==> config.mk <==
export PLATFORM = sky130hd
export DESIGN_NAME = sfrp_read_path
export DESIGN_NICKNAME = d
export VERILOG_FILES = /design/src/verilog/sfrp_pkg.sv /design/src/verilog/sfrp_read_path.sv
export SDC_FILE = /design/constraint.sdc
export NUM_CORES = 1
export LEC_CHECK = 0
export BUFFER_PORTS_ARGS = -buffer_cell sky130_fd_sc_hd__buf_2
export CORE_MARGIN = 2
export CORE_UTILIZATION = 39
export CTS_CLUSTER_SIZE = 30
export DETAILED_ROUTE_END_ITERATION = 8
export GPL_ROUTABILITY_DRIVEN = 0
export PLACE_DENSITY = 0.68
export SLEW_MARGIN = 20
export SYNTH_ARGS = -nofsm -noshare
export SYNTH_HDL_FRONTEND = slang
export SYNTH_SLANG_ARGS = --single-unit
export TNS_END_PERCENT = 10
==> constraint.sdc <==
create_clock -name mclk_in -period 4.2 [get_ports mclk_in]
set_clock_uncertainty 0.2 [all_clocks]
set_input_delay 0.63 -clock mclk_in [delete_from_list [all_inputs] [get_ports mclk_in]]
set_output_delay 0.63 -clock mclk_in [all_outputs]
set_load 0.05 [all_outputs]
==> src/verilog/sfrp_pkg.sv <==
package sfrp_pkg;
    // Read opcodes
    localparam logic [7:0] SFRP_OP_READ = 8'h03;
    localparam logic [7:0] SFRP_OP_FAST = 8'h0B;
    localparam logic [7:0] SFRP_OP_DUAL_OUT = 8'h3B;
    localparam logic [7:0] SFRP_OP_QUAD_OUT = 8'h6B;
    localparam logic [7:0] SFRP_OP_DUAL_IO = 8'hBB;
    localparam logic [7:0] SFRP_OP_QUAD_IO = 8'hEB;
    // Continuation byte upper nibble that keeps the opcode-less mode
    localparam logic [3:0] SFRP_CONT_NIBBLE = 4'hA;
    // Phase lengths in bits and clocks
    localparam logic [4:0] SFRP_OPC_BITS = 5'h08;
    localparam logic [4:0] SFRP_ADDR_BITS = 5'h18;
    localparam logic [4:0] SFRP_MODE_BITS = 5'h08;
    localparam logic [3:0] SFRP_DUMMY_FAST = 4'h8;
    localparam logic [3:0] SFRP_DUMMY_QIO = 4'h4;
    localparam logic [3:0] SFRP_DUMMY_NONE = 4'h0;
    localparam logic [3:0] SFRP_BYTE_BITS = 4'h8;
    // Lane width codes: the shift amount of bits per clock
    localparam logic [1:0] SFRP_W1 = 2'h0;
    localparam logic [1:0] SFRP_W2 = 2'h1;
    localparam logic [1:0] SFRP_W4 = 2'h2;
    // Continuation kinds
    localparam logic [1:0] SFRP_CONT_NONE = 2'h0;
    localparam logic [1:0] SFRP_CONT_DUAL = 2'h1;
    localparam logic [1:0] SFRP_CONT_QUAD = 2'h2;
    // Register byte offsets
    localparam logic [7:0] SFRP_CTRL_OFS = 8'h00;
    localparam logic [7:0] SFRP_STAT_OFS = 8'h04;
    localparam logic [7:0] SFRP_ADDR_OFS = 8'h08;
    // Control field positions and reset values
    localparam int SFRP_CTRL_QE_BIT = 0;
    localparam int SFRP_CTRL_BUSY_BIT = 1;
    localparam logic SFRP_QE_RST = 1'b0;
    localparam logic SFRP_BUSY_RST = 1'b0;
    // Status field positions
    localparam int SFRP_STAT_STATE_LSB = 0;
    localparam int SFRP_STAT_CONT_LSB = 4;
    // Transfer phases
    typedef enum logic [2:0] {
        SFRP_OFF = 3'b000,
        SFRP_CMD = 3'b001,
        SFRP_ADDR = 3'b010,
        SFRP_MODE = 3'b011,
        SFRP_DUMMY = 3'b100,
        SFRP_DATA = 3'b101,
        SFRP_IGNORE = 3'b110
    } sfrp_phase_e;
endpackage : sfrp_pkg

==> src/verilog/sfrp_read_path.sv <==
// Design decisions made here: the APB interface to the registers and the register addresses.
`timescale 1ns/1ps
`default_nettype none
module sfrp_read_path
(
    // Clock and reset
    input wire logic mclk_in,
    input wire logic rst_in,
    // APB slave
    input wire logic psel_in,
    input wire logic penable_in,
    input wire logic pwrite_in,
    input wire logic [7:0] paddr_in,
    input wire logic [31:0] pwdata_in,
    output logic [31:0] prdata_out,
    output logic pready_out,
    output logic pslverr_out,
    // Serial link pins
    input wire logic sclk_pin_in,
    input wire logic select_n_pin_in,
    input wire logic [3:0] lane_in,
    output logic [3:0] lane_out,
    output logic [3:0] lane_oe_n_out,
    // Memory array read port, one cycle latency
    output logic [23:0] mem_addr_out,
    input wire logic [7:0] mem_data_in
);
    import sfrp_pkg::*;

    typedef struct packed {
        logic [5:0] meta;
        logic [5:0] sync;
        logic sclk_prev;
        sfrp_phase_e phase;
        logic [4:0] cnt;
        logic [23:0] sh;
        logic [1:0] ain_w;
        logic [1:0] dout_w;
        logic has_mode;
        logic [3:0] dummy;
        logic [1:0] kind;
        logic [1:0] cont;
        logic [7:0] ob;
        logic [3:0] rem;
        logic [3:0] lane_o;
        logic [3:0] oe_n;
        logic [23:0] mem_addr;
        logic qe;
        logic busy;
        logic [31:0] prdata;
    } sfrp_state_s;

    sfrp_state_s st_r;
    sfrp_state_s st_nxt;

    // Clocks needed to move a number of bits at the given lane width
    function automatic logic [4:0] sfrp_clocks(input logic [4:0] bits, input logic [1:0] w);
        sfrp_clocks = bits >> w;
    endfunction : sfrp_clocks

    // Shift in one clock's worth of lanes, highest lane holds the higher bit
    function automatic logic [23:0] sfrp_shift(input logic [23:0] sh, input logic [3:0] l,
        input logic [1:0] w);
        if (w == SFRP_W4)
        begin
            sfrp_shift = {sh[19:0], l[3], l[2], l[1], l[0]};
        end
        else if (w == SFRP_W2)
        begin
            sfrp_shift = {sh[21:0], l[1], l[0]};
        end
        else
        begin
            sfrp_shift = {sh[22:0], l[0]};
        end
    endfunction : sfrp_shift

    // Lanes driven for a data width; single lane data leaves on lane one
    function automatic logic [3:0] sfrp_oe_n(input logic [1:0] w);
        if (w == SFRP_W4)
        begin
            sfrp_oe_n = 4'h0;
        end
        else if (w == SFRP_W2)
        begin
            sfrp_oe_n = 4'hC;
        end
        else
        begin
            sfrp_oe_n = 4'hD;
        end
    endfunction : sfrp_oe_n

    // Map the top bits of a byte onto the lanes
    function automatic logic [3:0] sfrp_lanes(input logic [7:0] b, input logic [1:0] w);
        if (w == SFRP_W4)
        begin
            sfrp_lanes = b[7:4];
        end
        else if (w == SFRP_W2)
        begin
            sfrp_lanes = {2'h0, b[7], b[6]};
        end
        else
        begin
            sfrp_lanes = {2'h0, b[7], 1'b0};
        end
    endfunction : sfrp_lanes

    logic sclk_s;
    logic sel_n_s;
    logic [3:0] lanes_s;
    logic rise;
    logic fall;
    logic acc;
    logic [23:0] shv;
    logic [7:0] opc;
    logic [7:0] cur;

    // Only the second sync stage is read by the logic
    assign sclk_s = st_r.sync[0];
    assign sel_n_s = st_r.sync[1];
    assign lanes_s = st_r.sync[5:2];
    assign rise = sclk_s & ~st_r.sclk_prev;
    assign fall = ~sclk_s & st_r.sclk_prev;
    assign acc = psel_in & penable_in;

    // Zero wait state slave, error on unmapped offsets
    always_comb
    begin
        pready_out = 1'b1;
        pslverr_out = acc & (paddr_in != SFRP_CTRL_OFS) & (paddr_in != SFRP_STAT_OFS)
            & (paddr_in != SFRP_ADDR_OFS);
    end

    assign prdata_out = st_r.prdata;
    assign lane_out = st_r.lane_o;
    assign lane_oe_n_out = st_r.oe_n;
    assign mem_addr_out = st_r.mem_addr;

    // Next state of the whole block
    always_comb
    begin
        st_nxt = st_r;
        shv = sfrp_shift(st_r.sh, lanes_s, st_r.ain_w);
        opc = {st_r.sh[6:0], lanes_s[0]};
        cur = mem_data_in;
        st_nxt.meta = {lane_in, select_n_pin_in, sclk_pin_in};
        st_nxt.sync = st_r.meta;
        st_nxt.sclk_prev = sclk_s;

        // Register reads are captured in the setup cycle so data sits in a flop
        if (psel_in & ~penable_in)
        begin
            if (paddr_in == SFRP_CTRL_OFS)
            begin
                st_nxt.prdata = 32'h0;
                st_nxt.prdata[SFRP_CTRL_QE_BIT] = st_r.qe;
                st_nxt.prdata[SFRP_CTRL_BUSY_BIT] = st_r.busy;
            end
            else if (paddr_in == SFRP_STAT_OFS)
            begin
                st_nxt.prdata = 32'h0;
                st_nxt.prdata[SFRP_STAT_STATE_LSB +: 3] = st_r.phase;
                st_nxt.prdata[SFRP_STAT_CONT_LSB +: 2] = st_r.cont;
            end
            else if (paddr_in == SFRP_ADDR_OFS)
            begin
                st_nxt.prdata = {8'h0, st_r.mem_addr};
            end
            else
            begin
                st_nxt.prdata = 32'h0;
            end
        end
        if (acc & pwrite_in & (paddr_in == SFRP_CTRL_OFS))
        begin
            st_nxt.qe = pwdata_in[SFRP_CTRL_QE_BIT];
            st_nxt.busy = pwdata_in[SFRP_CTRL_BUSY_BIT];
        end

        if (sel_n_s)
        begin
            // Select high ends any transfer and floats the lanes
            st_nxt.phase = SFRP_OFF;
            st_nxt.oe_n = 4'hF;
            st_nxt.lane_o = 4'h0;
            st_nxt.cnt = 5'h0;
        end
        else
        begin
            case (st_r.phase)
                SFRP_OFF:
                begin
                    st_nxt.cnt = 5'h0;
                    st_nxt.sh = 24'h0;
                    if (st_r.busy)
                    begin
                        st_nxt.phase = SFRP_IGNORE;
                    end
                    else if (st_r.cont == SFRP_CONT_DUAL)
                    begin
                        // Opcode-less dual transfer
                        st_nxt.phase = SFRP_ADDR;
                        st_nxt.ain_w = SFRP_W2;
                        st_nxt.dout_w = SFRP_W2;
                        st_nxt.has_mode = 1'b1;
                        st_nxt.dummy = SFRP_DUMMY_NONE;
                        st_nxt.kind = SFRP_CONT_DUAL;
                    end
                    else if ((st_r.cont == SFRP_CONT_QUAD) && st_r.qe)
                    begin
                        // Opcode-less quad transfer, taken only while quad enable is still set
                        st_nxt.phase = SFRP_ADDR;
                        st_nxt.ain_w = SFRP_W4;
                        st_nxt.dout_w = SFRP_W4;
                        st_nxt.has_mode = 1'b1;
                        st_nxt.dummy = SFRP_DUMMY_QIO;
                        st_nxt.kind = SFRP_CONT_QUAD;
                    end
                    else
                    begin
                        st_nxt.phase = SFRP_CMD;
                    end
                end
                SFRP_CMD:
                begin
                    if (rise)
                    begin
                        st_nxt.sh = {st_r.sh[22:0], lanes_s[0]};
                        st_nxt.cnt = st_r.cnt + 5'h1;
                        if (st_r.cnt + 5'h1 == SFRP_OPC_BITS)
                        begin
                            st_nxt.cnt = 5'h0;
                            st_nxt.phase = SFRP_ADDR;
                            st_nxt.ain_w = SFRP_W1;
                            st_nxt.dout_w = SFRP_W1;
                            st_nxt.has_mode = 1'b0;
                            st_nxt.dummy = SFRP_DUMMY_NONE;
                            st_nxt.kind = SFRP_CONT_NONE;
                            if (opc == SFRP_OP_READ)
                            begin
                                st_nxt.dummy = SFRP_DUMMY_NONE;
                            end
                            else if (opc == SFRP_OP_FAST)
                            begin
                                st_nxt.dummy = SFRP_DUMMY_FAST;
                            end
                            else if (opc == SFRP_OP_DUAL_OUT)
                            begin
                                st_nxt.dummy = SFRP_DUMMY_FAST;
                                st_nxt.dout_w = SFRP_W2;
                            end
                            else if ((opc == SFRP_OP_QUAD_OUT) && st_r.qe)
                            begin
                                st_nxt.dummy = SFRP_DUMMY_FAST;
                                st_nxt.dout_w = SFRP_W4;
                            end
                            else if (opc == SFRP_OP_DUAL_IO)
                            begin
                                st_nxt.ain_w = SFRP_W2;
                                st_nxt.dout_w = SFRP_W2;
                                st_nxt.has_mode = 1'b1;
                                st_nxt.kind = SFRP_CONT_DUAL;
                            end
                            else if ((opc == SFRP_OP_QUAD_IO) && st_r.qe)
                            begin
                                st_nxt.ain_w = SFRP_W4;
                                st_nxt.dout_w = SFRP_W4;
                                st_nxt.has_mode = 1'b1;
                                st_nxt.dummy = SFRP_DUMMY_QIO;
                                st_nxt.kind = SFRP_CONT_QUAD;
                            end
                            else
                            begin
                                // Unknown opcode, or quad read without quad enable
                                st_nxt.phase = SFRP_IGNORE;
                            end
                        end
                    end
                end
                SFRP_ADDR:
                begin
                    if (rise)
                    begin
                        st_nxt.sh = shv;
                        st_nxt.cnt = st_r.cnt + 5'h1;
                        if (st_r.cnt + 5'h1 == sfrp_clocks(SFRP_ADDR_BITS, st_r.ain_w))
                        begin
                            st_nxt.cnt = 5'h0;
                            st_nxt.mem_addr = shv;
                            if (st_r.has_mode)
                            begin
                                st_nxt.phase = SFRP_MODE;
                            end
                            else if (st_r.dummy != SFRP_DUMMY_NONE)
                            begin
                                st_nxt.phase = SFRP_DUMMY;
                            end
                            else
                            begin
                                st_nxt.phase = SFRP_DATA;
                                st_nxt.rem = 4'h0;
                            end
                        end
                    end
                end
                SFRP_MODE:
                begin
                    if (rise)
                    begin
                        st_nxt.sh = shv;
                        st_nxt.cnt = st_r.cnt + 5'h1;
                        if (st_r.cnt + 5'h1 == sfrp_clocks(SFRP_MODE_BITS, st_r.ain_w))
                        begin
                            st_nxt.cnt = 5'h0;
                            // Only the upper nibble is judged
                            if (shv[7:4] == SFRP_CONT_NIBBLE)
                            begin
                                st_nxt.cont = st_r.kind;
                            end
                            else
                            begin
                                st_nxt.cont = SFRP_CONT_NONE;
                            end
                            st_nxt.phase = (st_r.dummy != SFRP_DUMMY_NONE) ? SFRP_DUMMY
                                : SFRP_DATA;
                            st_nxt.rem = 4'h0;
                        end
                    end
                end
                SFRP_DUMMY:
                begin
                    // Lanes stay floating, so nothing meaningful is shown
                    if (rise)
                    begin
                        st_nxt.cnt = st_r.cnt + 5'h1;
                        if (st_r.cnt[3:0] + 4'h1 == st_r.dummy)
                        begin
                            st_nxt.cnt = 5'h0;
                            st_nxt.phase = SFRP_DATA;
                            st_nxt.rem = 4'h0;
                        end
                    end
                end
                SFRP_DATA:
                begin
                    // Memory word for mem_addr is fetched long before the next fall
                    if (fall)
                    begin
                        st_nxt.oe_n = sfrp_oe_n(st_r.dout_w);
                        if (st_r.rem == 4'h0)
                        begin
                            st_nxt.lane_o = sfrp_lanes(cur, st_r.dout_w);
                            st_nxt.ob = cur << (4'h1 << st_r.dout_w);
                            st_nxt.rem = SFRP_BYTE_BITS - (4'h1 << st_r.dout_w);
                            st_nxt.mem_addr = st_r.mem_addr + 24'h1;
                        end
                        else
                        begin
                            st_nxt.lane_o = sfrp_lanes(st_r.ob, st_r.dout_w);
                            st_nxt.ob = st_r.ob << (4'h1 << st_r.dout_w);
                            st_nxt.rem = st_r.rem - (4'h1 << st_r.dout_w);
                        end
                    end
                end
                default:
                begin
                    // Ignored instruction waits for select to rise
                    st_nxt.oe_n = 4'hF;
                end
            endcase
        end
    end

    // State register
    always_ff @(posedge mclk_in or posedge rst_in)
    begin
        if (rst_in)
        begin
            // Serial clock stages reset to its idle low level, so no false edge follows
            st_r <= '{meta: 6'h3E, sync: 6'h3E, sclk_prev: 1'b0, phase: SFRP_OFF,
                cnt: 5'h0, sh: 24'h0, ain_w: SFRP_W1, dout_w: SFRP_W1, has_mode: 1'b0,
                dummy: SFRP_DUMMY_NONE, kind: SFRP_CONT_NONE, cont: SFRP_CONT_NONE,
                ob: 8'h0, rem: 4'h0, lane_o: 4'h0, oe_n: 4'hF, mem_addr: 24'h0,
                qe: SFRP_QE_RST, busy: SFRP_BUSY_RST, prdata: 32'h0};
        end
        else
        begin
            st_r <= st_nxt;
        end
    end
endmodule : sfrp_read_path
`default_nettype wire

==> impl_metrics.json <==
{
  "grt_pass1_wl_um": 29400,
  "syn2layout_area_growth_pct": 10.6,
  "synth-simple-area-share_pct": 16.1,
  "finalHoldViolations": 0,
  "synth_top_cell_by_area": "dfrtp_1",
  "setup_violations": 0,
  "hold_path.class": "primary input to flop",
  "synthCells": 863,
  "synth_compound_area_share_pct": 22.1,
  "finalCriticalPeriod_ps": 3370,
  "synth_top_family_by_area": "compound AO/OA/AOI/OAI gates",
  "yosysWarnings": 0,
  "synth_fa_ha_area_share_pct": 2.72,
  "peakVddDrop_v": 0.000286,
  "fin_util_pct": 43.7,
  "post_synth_mux_area_share_pct": 6.56,
  "p_leak_nw": 3.66,
  "crit_chain": "inv_1, ha_1, nor2_2, a21oi_1, o311a_2, o21a_4, nor3_4, buf_4, a21oi_1, a21oi_1",
  "rows": 51,
  "die_x_um": 144,
  "min_from": "lane_in[2]",
  "placed_area_mm2": 0.00781,
  "die_y_um": 144,
  "io_buffers": 85,
  "design_area_mm2": 0.00844,
  "clock-root-buffer": "clkbuf_16",
  "syn_area_per_cell_um2": 8.84,
  "reg2reg_from": "st_r[84]",
  "drt-total-wl_um": 18000,
  "post-route-drc-count": 0,
  "synthTopCellsByArea": "dfrtp_1, buf_4, a21oi_1",
  "synth_edf_count": 0,
  "io_pins": 125,
  "layout-drive-gt1-share_pct": 19.3,
  "cts_hold_buf": 0,
  "r2r_cells": 10,
  "holdPathStages": 1,
  "path_max_fanout": 19,
  "required_ps": 4340,
  "crit_top_cell": "a21oi_1",
  "clk_latency_ps": 430,
  "cap_violations": 0,
  "crit_path_end_kind": "flop",
  "netlist.area_leader.share_pct": 35.4,
  "synthTopCellsByCount": "dfrtp_1, nand2_1, a21oi_1",
  "grt_start_max_net_pins": 64,
  "worstSetupStartpointType": "flop",
  "synth_area_mm2": 0.00763,
  "drtIter0Drc": 480,
  "wl_per_cell_um": 15.7,
  "hold_path_end": "st_nxt[128]",
  "fmax_ghz": 0.297,
  "via_count": 6202,
  "numCtsBuffers": 17,
  "postRouteAntennaNets": 0,
  "track_usage_pct": 17.6,
  "drtPass1Iterations": 5,
  "outcome": "finished, final reports clean",
  "rsz0062_at_grt": "no",
  "max_slew_margin_pct": 44.7,
  "hpwl_um": 12300,
  "power_density_mw_per_mm2": 645,
  "fin_crit_sh_pct": 80.2,
  "core_mm2": 0.0193,
  "ys_seq_area_share_pct": 39.9,
  "synth-main-ff-cell": "dfrtp_1",
  "postCtsSetupBuffers": 0,
  "fin_nets": 941,
  "setup_tns_ps": 0,
  "finalMaxSlewViolations": 0,
  "globalRouteOverflowTotal": 0,
  "via_per_inst": 5.42,
  "cts_tree": "done",
  "worst_pin_slew_ps": 824,
  "n_antenna_cell": 0,
  "antenna_found_initial": 0,
  "cts.sinks": 121,
  "initial_utilization_pct": 39.5,
  "synth-seq-cells": 121,
  "path_class": "flop to flop",
  "clk_path_buf_depth": 2,
  "post_cts_resized": 0,
  "crit_path_top_delay_cell": "nor3_4",
  "synth_cell_type_count": 73,
  "synth_xor_area_share_pct": 1.61,
  "clk_pin_slew_worst_paths_ps": 60,
  "async_reset_ff_share_pct": 100,
  "grt_pass1_vias": 5658,
  "r2r_slack_ps": 830,
  "die_area_mm2": 0.0207,
  "r2r_end": "mem_addr_out[20]",
  "yosysMostFrequentCell": "dfrtp_1",
  "htreeDepth": 4,
  "cp.arrival_ps": 3510,
  "critPathMaxStageDelay_ps": 620
}
-- power breakdown --
group,internal (W),total (W),switching [W]
logic,0.000657,0.00200,0.00135
registers,0.00144,0.00188,0.000433
clock network,0.000958,0.00156,0.000604
total,0.00306,0.00544,0.00238
-- cell families (layout without fill, tap and decap cells) --
kind of cell / count (synthesis) / in the layout
buffers and inverters: 147 / 156
adder cells (fa/ha/maj): 16 / 16
flip-flops: 121 / 121
AND/OR/NAND/NOR: 252 / 252
multiplexers: 48 / 48
XOR/XNOR: 14 / 14
AO/OA/AOI/OAI: 263 / 263
other: 2 / 9
-- final cells by class --
class                      count  area, um2
multi-input combinational    602       3800
clock buffer                  17        425
fill                        1861      10900
clock inverter                15        203
sequential                   121       3040
inverter                      25       96.3
timing repair buffer          99        543
tap                          265        332
-- placed cells by master, fill, tap and decap left out, types with 8 or more instances in the layout --
cell and count:
inv_1 22, a22oi_1 26, o31ai_1 8, xnor2_1 10, mux2i_1 43, buf_2 85
ha_1 15, a22o_1 26, nor2_1 56, nand3_1 29, nand2_1 92, a21oi_1 86
dfstp_2 13, o21ai_0 55, dfrtp_1 108, buf_4 13, conb_1 9, clkbuf_16 17
nor3_1 14, o21ai_1 10, o22ai_1 11
-- sequential cells by signal, indices dropped and copies added, names as in the netlist --
signal         count
st_r              47
mem_addr_out      24
sel_n_s            1
sclk_s             1
opc                7
lanes_s            4
st_nxt             6
lane_oe_n_out      3
lane_out           4
prdata_out        24
-- metal layers --
layer | wire length, um | part of all wire, % | vias up | GRT usage (%)
met5 | 0 | 0 | - | 0
met4 | 201 | 1.1 | 0 | 6.09
met3 | 846 | 4.7 | 18 | 3.30
met2 | 8050 | 45 | 172 | 26.2
met1 | 8920 | 50 | 2968 | 25.6
li1 | - | - | 3044 | -
-- per-stage QoR --
step                hold WS, ps  cells  setup WS, ps  total power [W]
floorplan                   131    870           177          0.00350
global placement            135   1112           977          0.00382
detailed placement          135   1112           907          0.00386
CTS                        81.7   1144           880          0.00545
global route               84.1   1144           703          0.00576
finish                     98.2   1144           831          0.00544
-- worst max-delay path, delay by kind of cell, from the launching register on --
family,cells,cell delay [ps]
AO/OA/AOI/OAI,5,950
AND/OR/NAND/NOR,2,820
flip-flops,1,600
buffers and inverters,2,420
adder cells (fa/ha/maj),1,290
-- how the worst max path moves through the flow --
stage	start	end	cells past startpoint
after floorplan	rst_in	lane_out[0]	1
after global placement	st_r[84]	mem_addr_out[10]	10
after detailed placement	st_r[84]	mem_addr_out[10]	10
after CTS	st_r[84]	mem_addr_out[20]	10
after global routing	st_r[84]	mem_addr_out[10]	10
final	st_r[84]	mem_addr_out[20]	10
(Power assumes the default switching activity.)
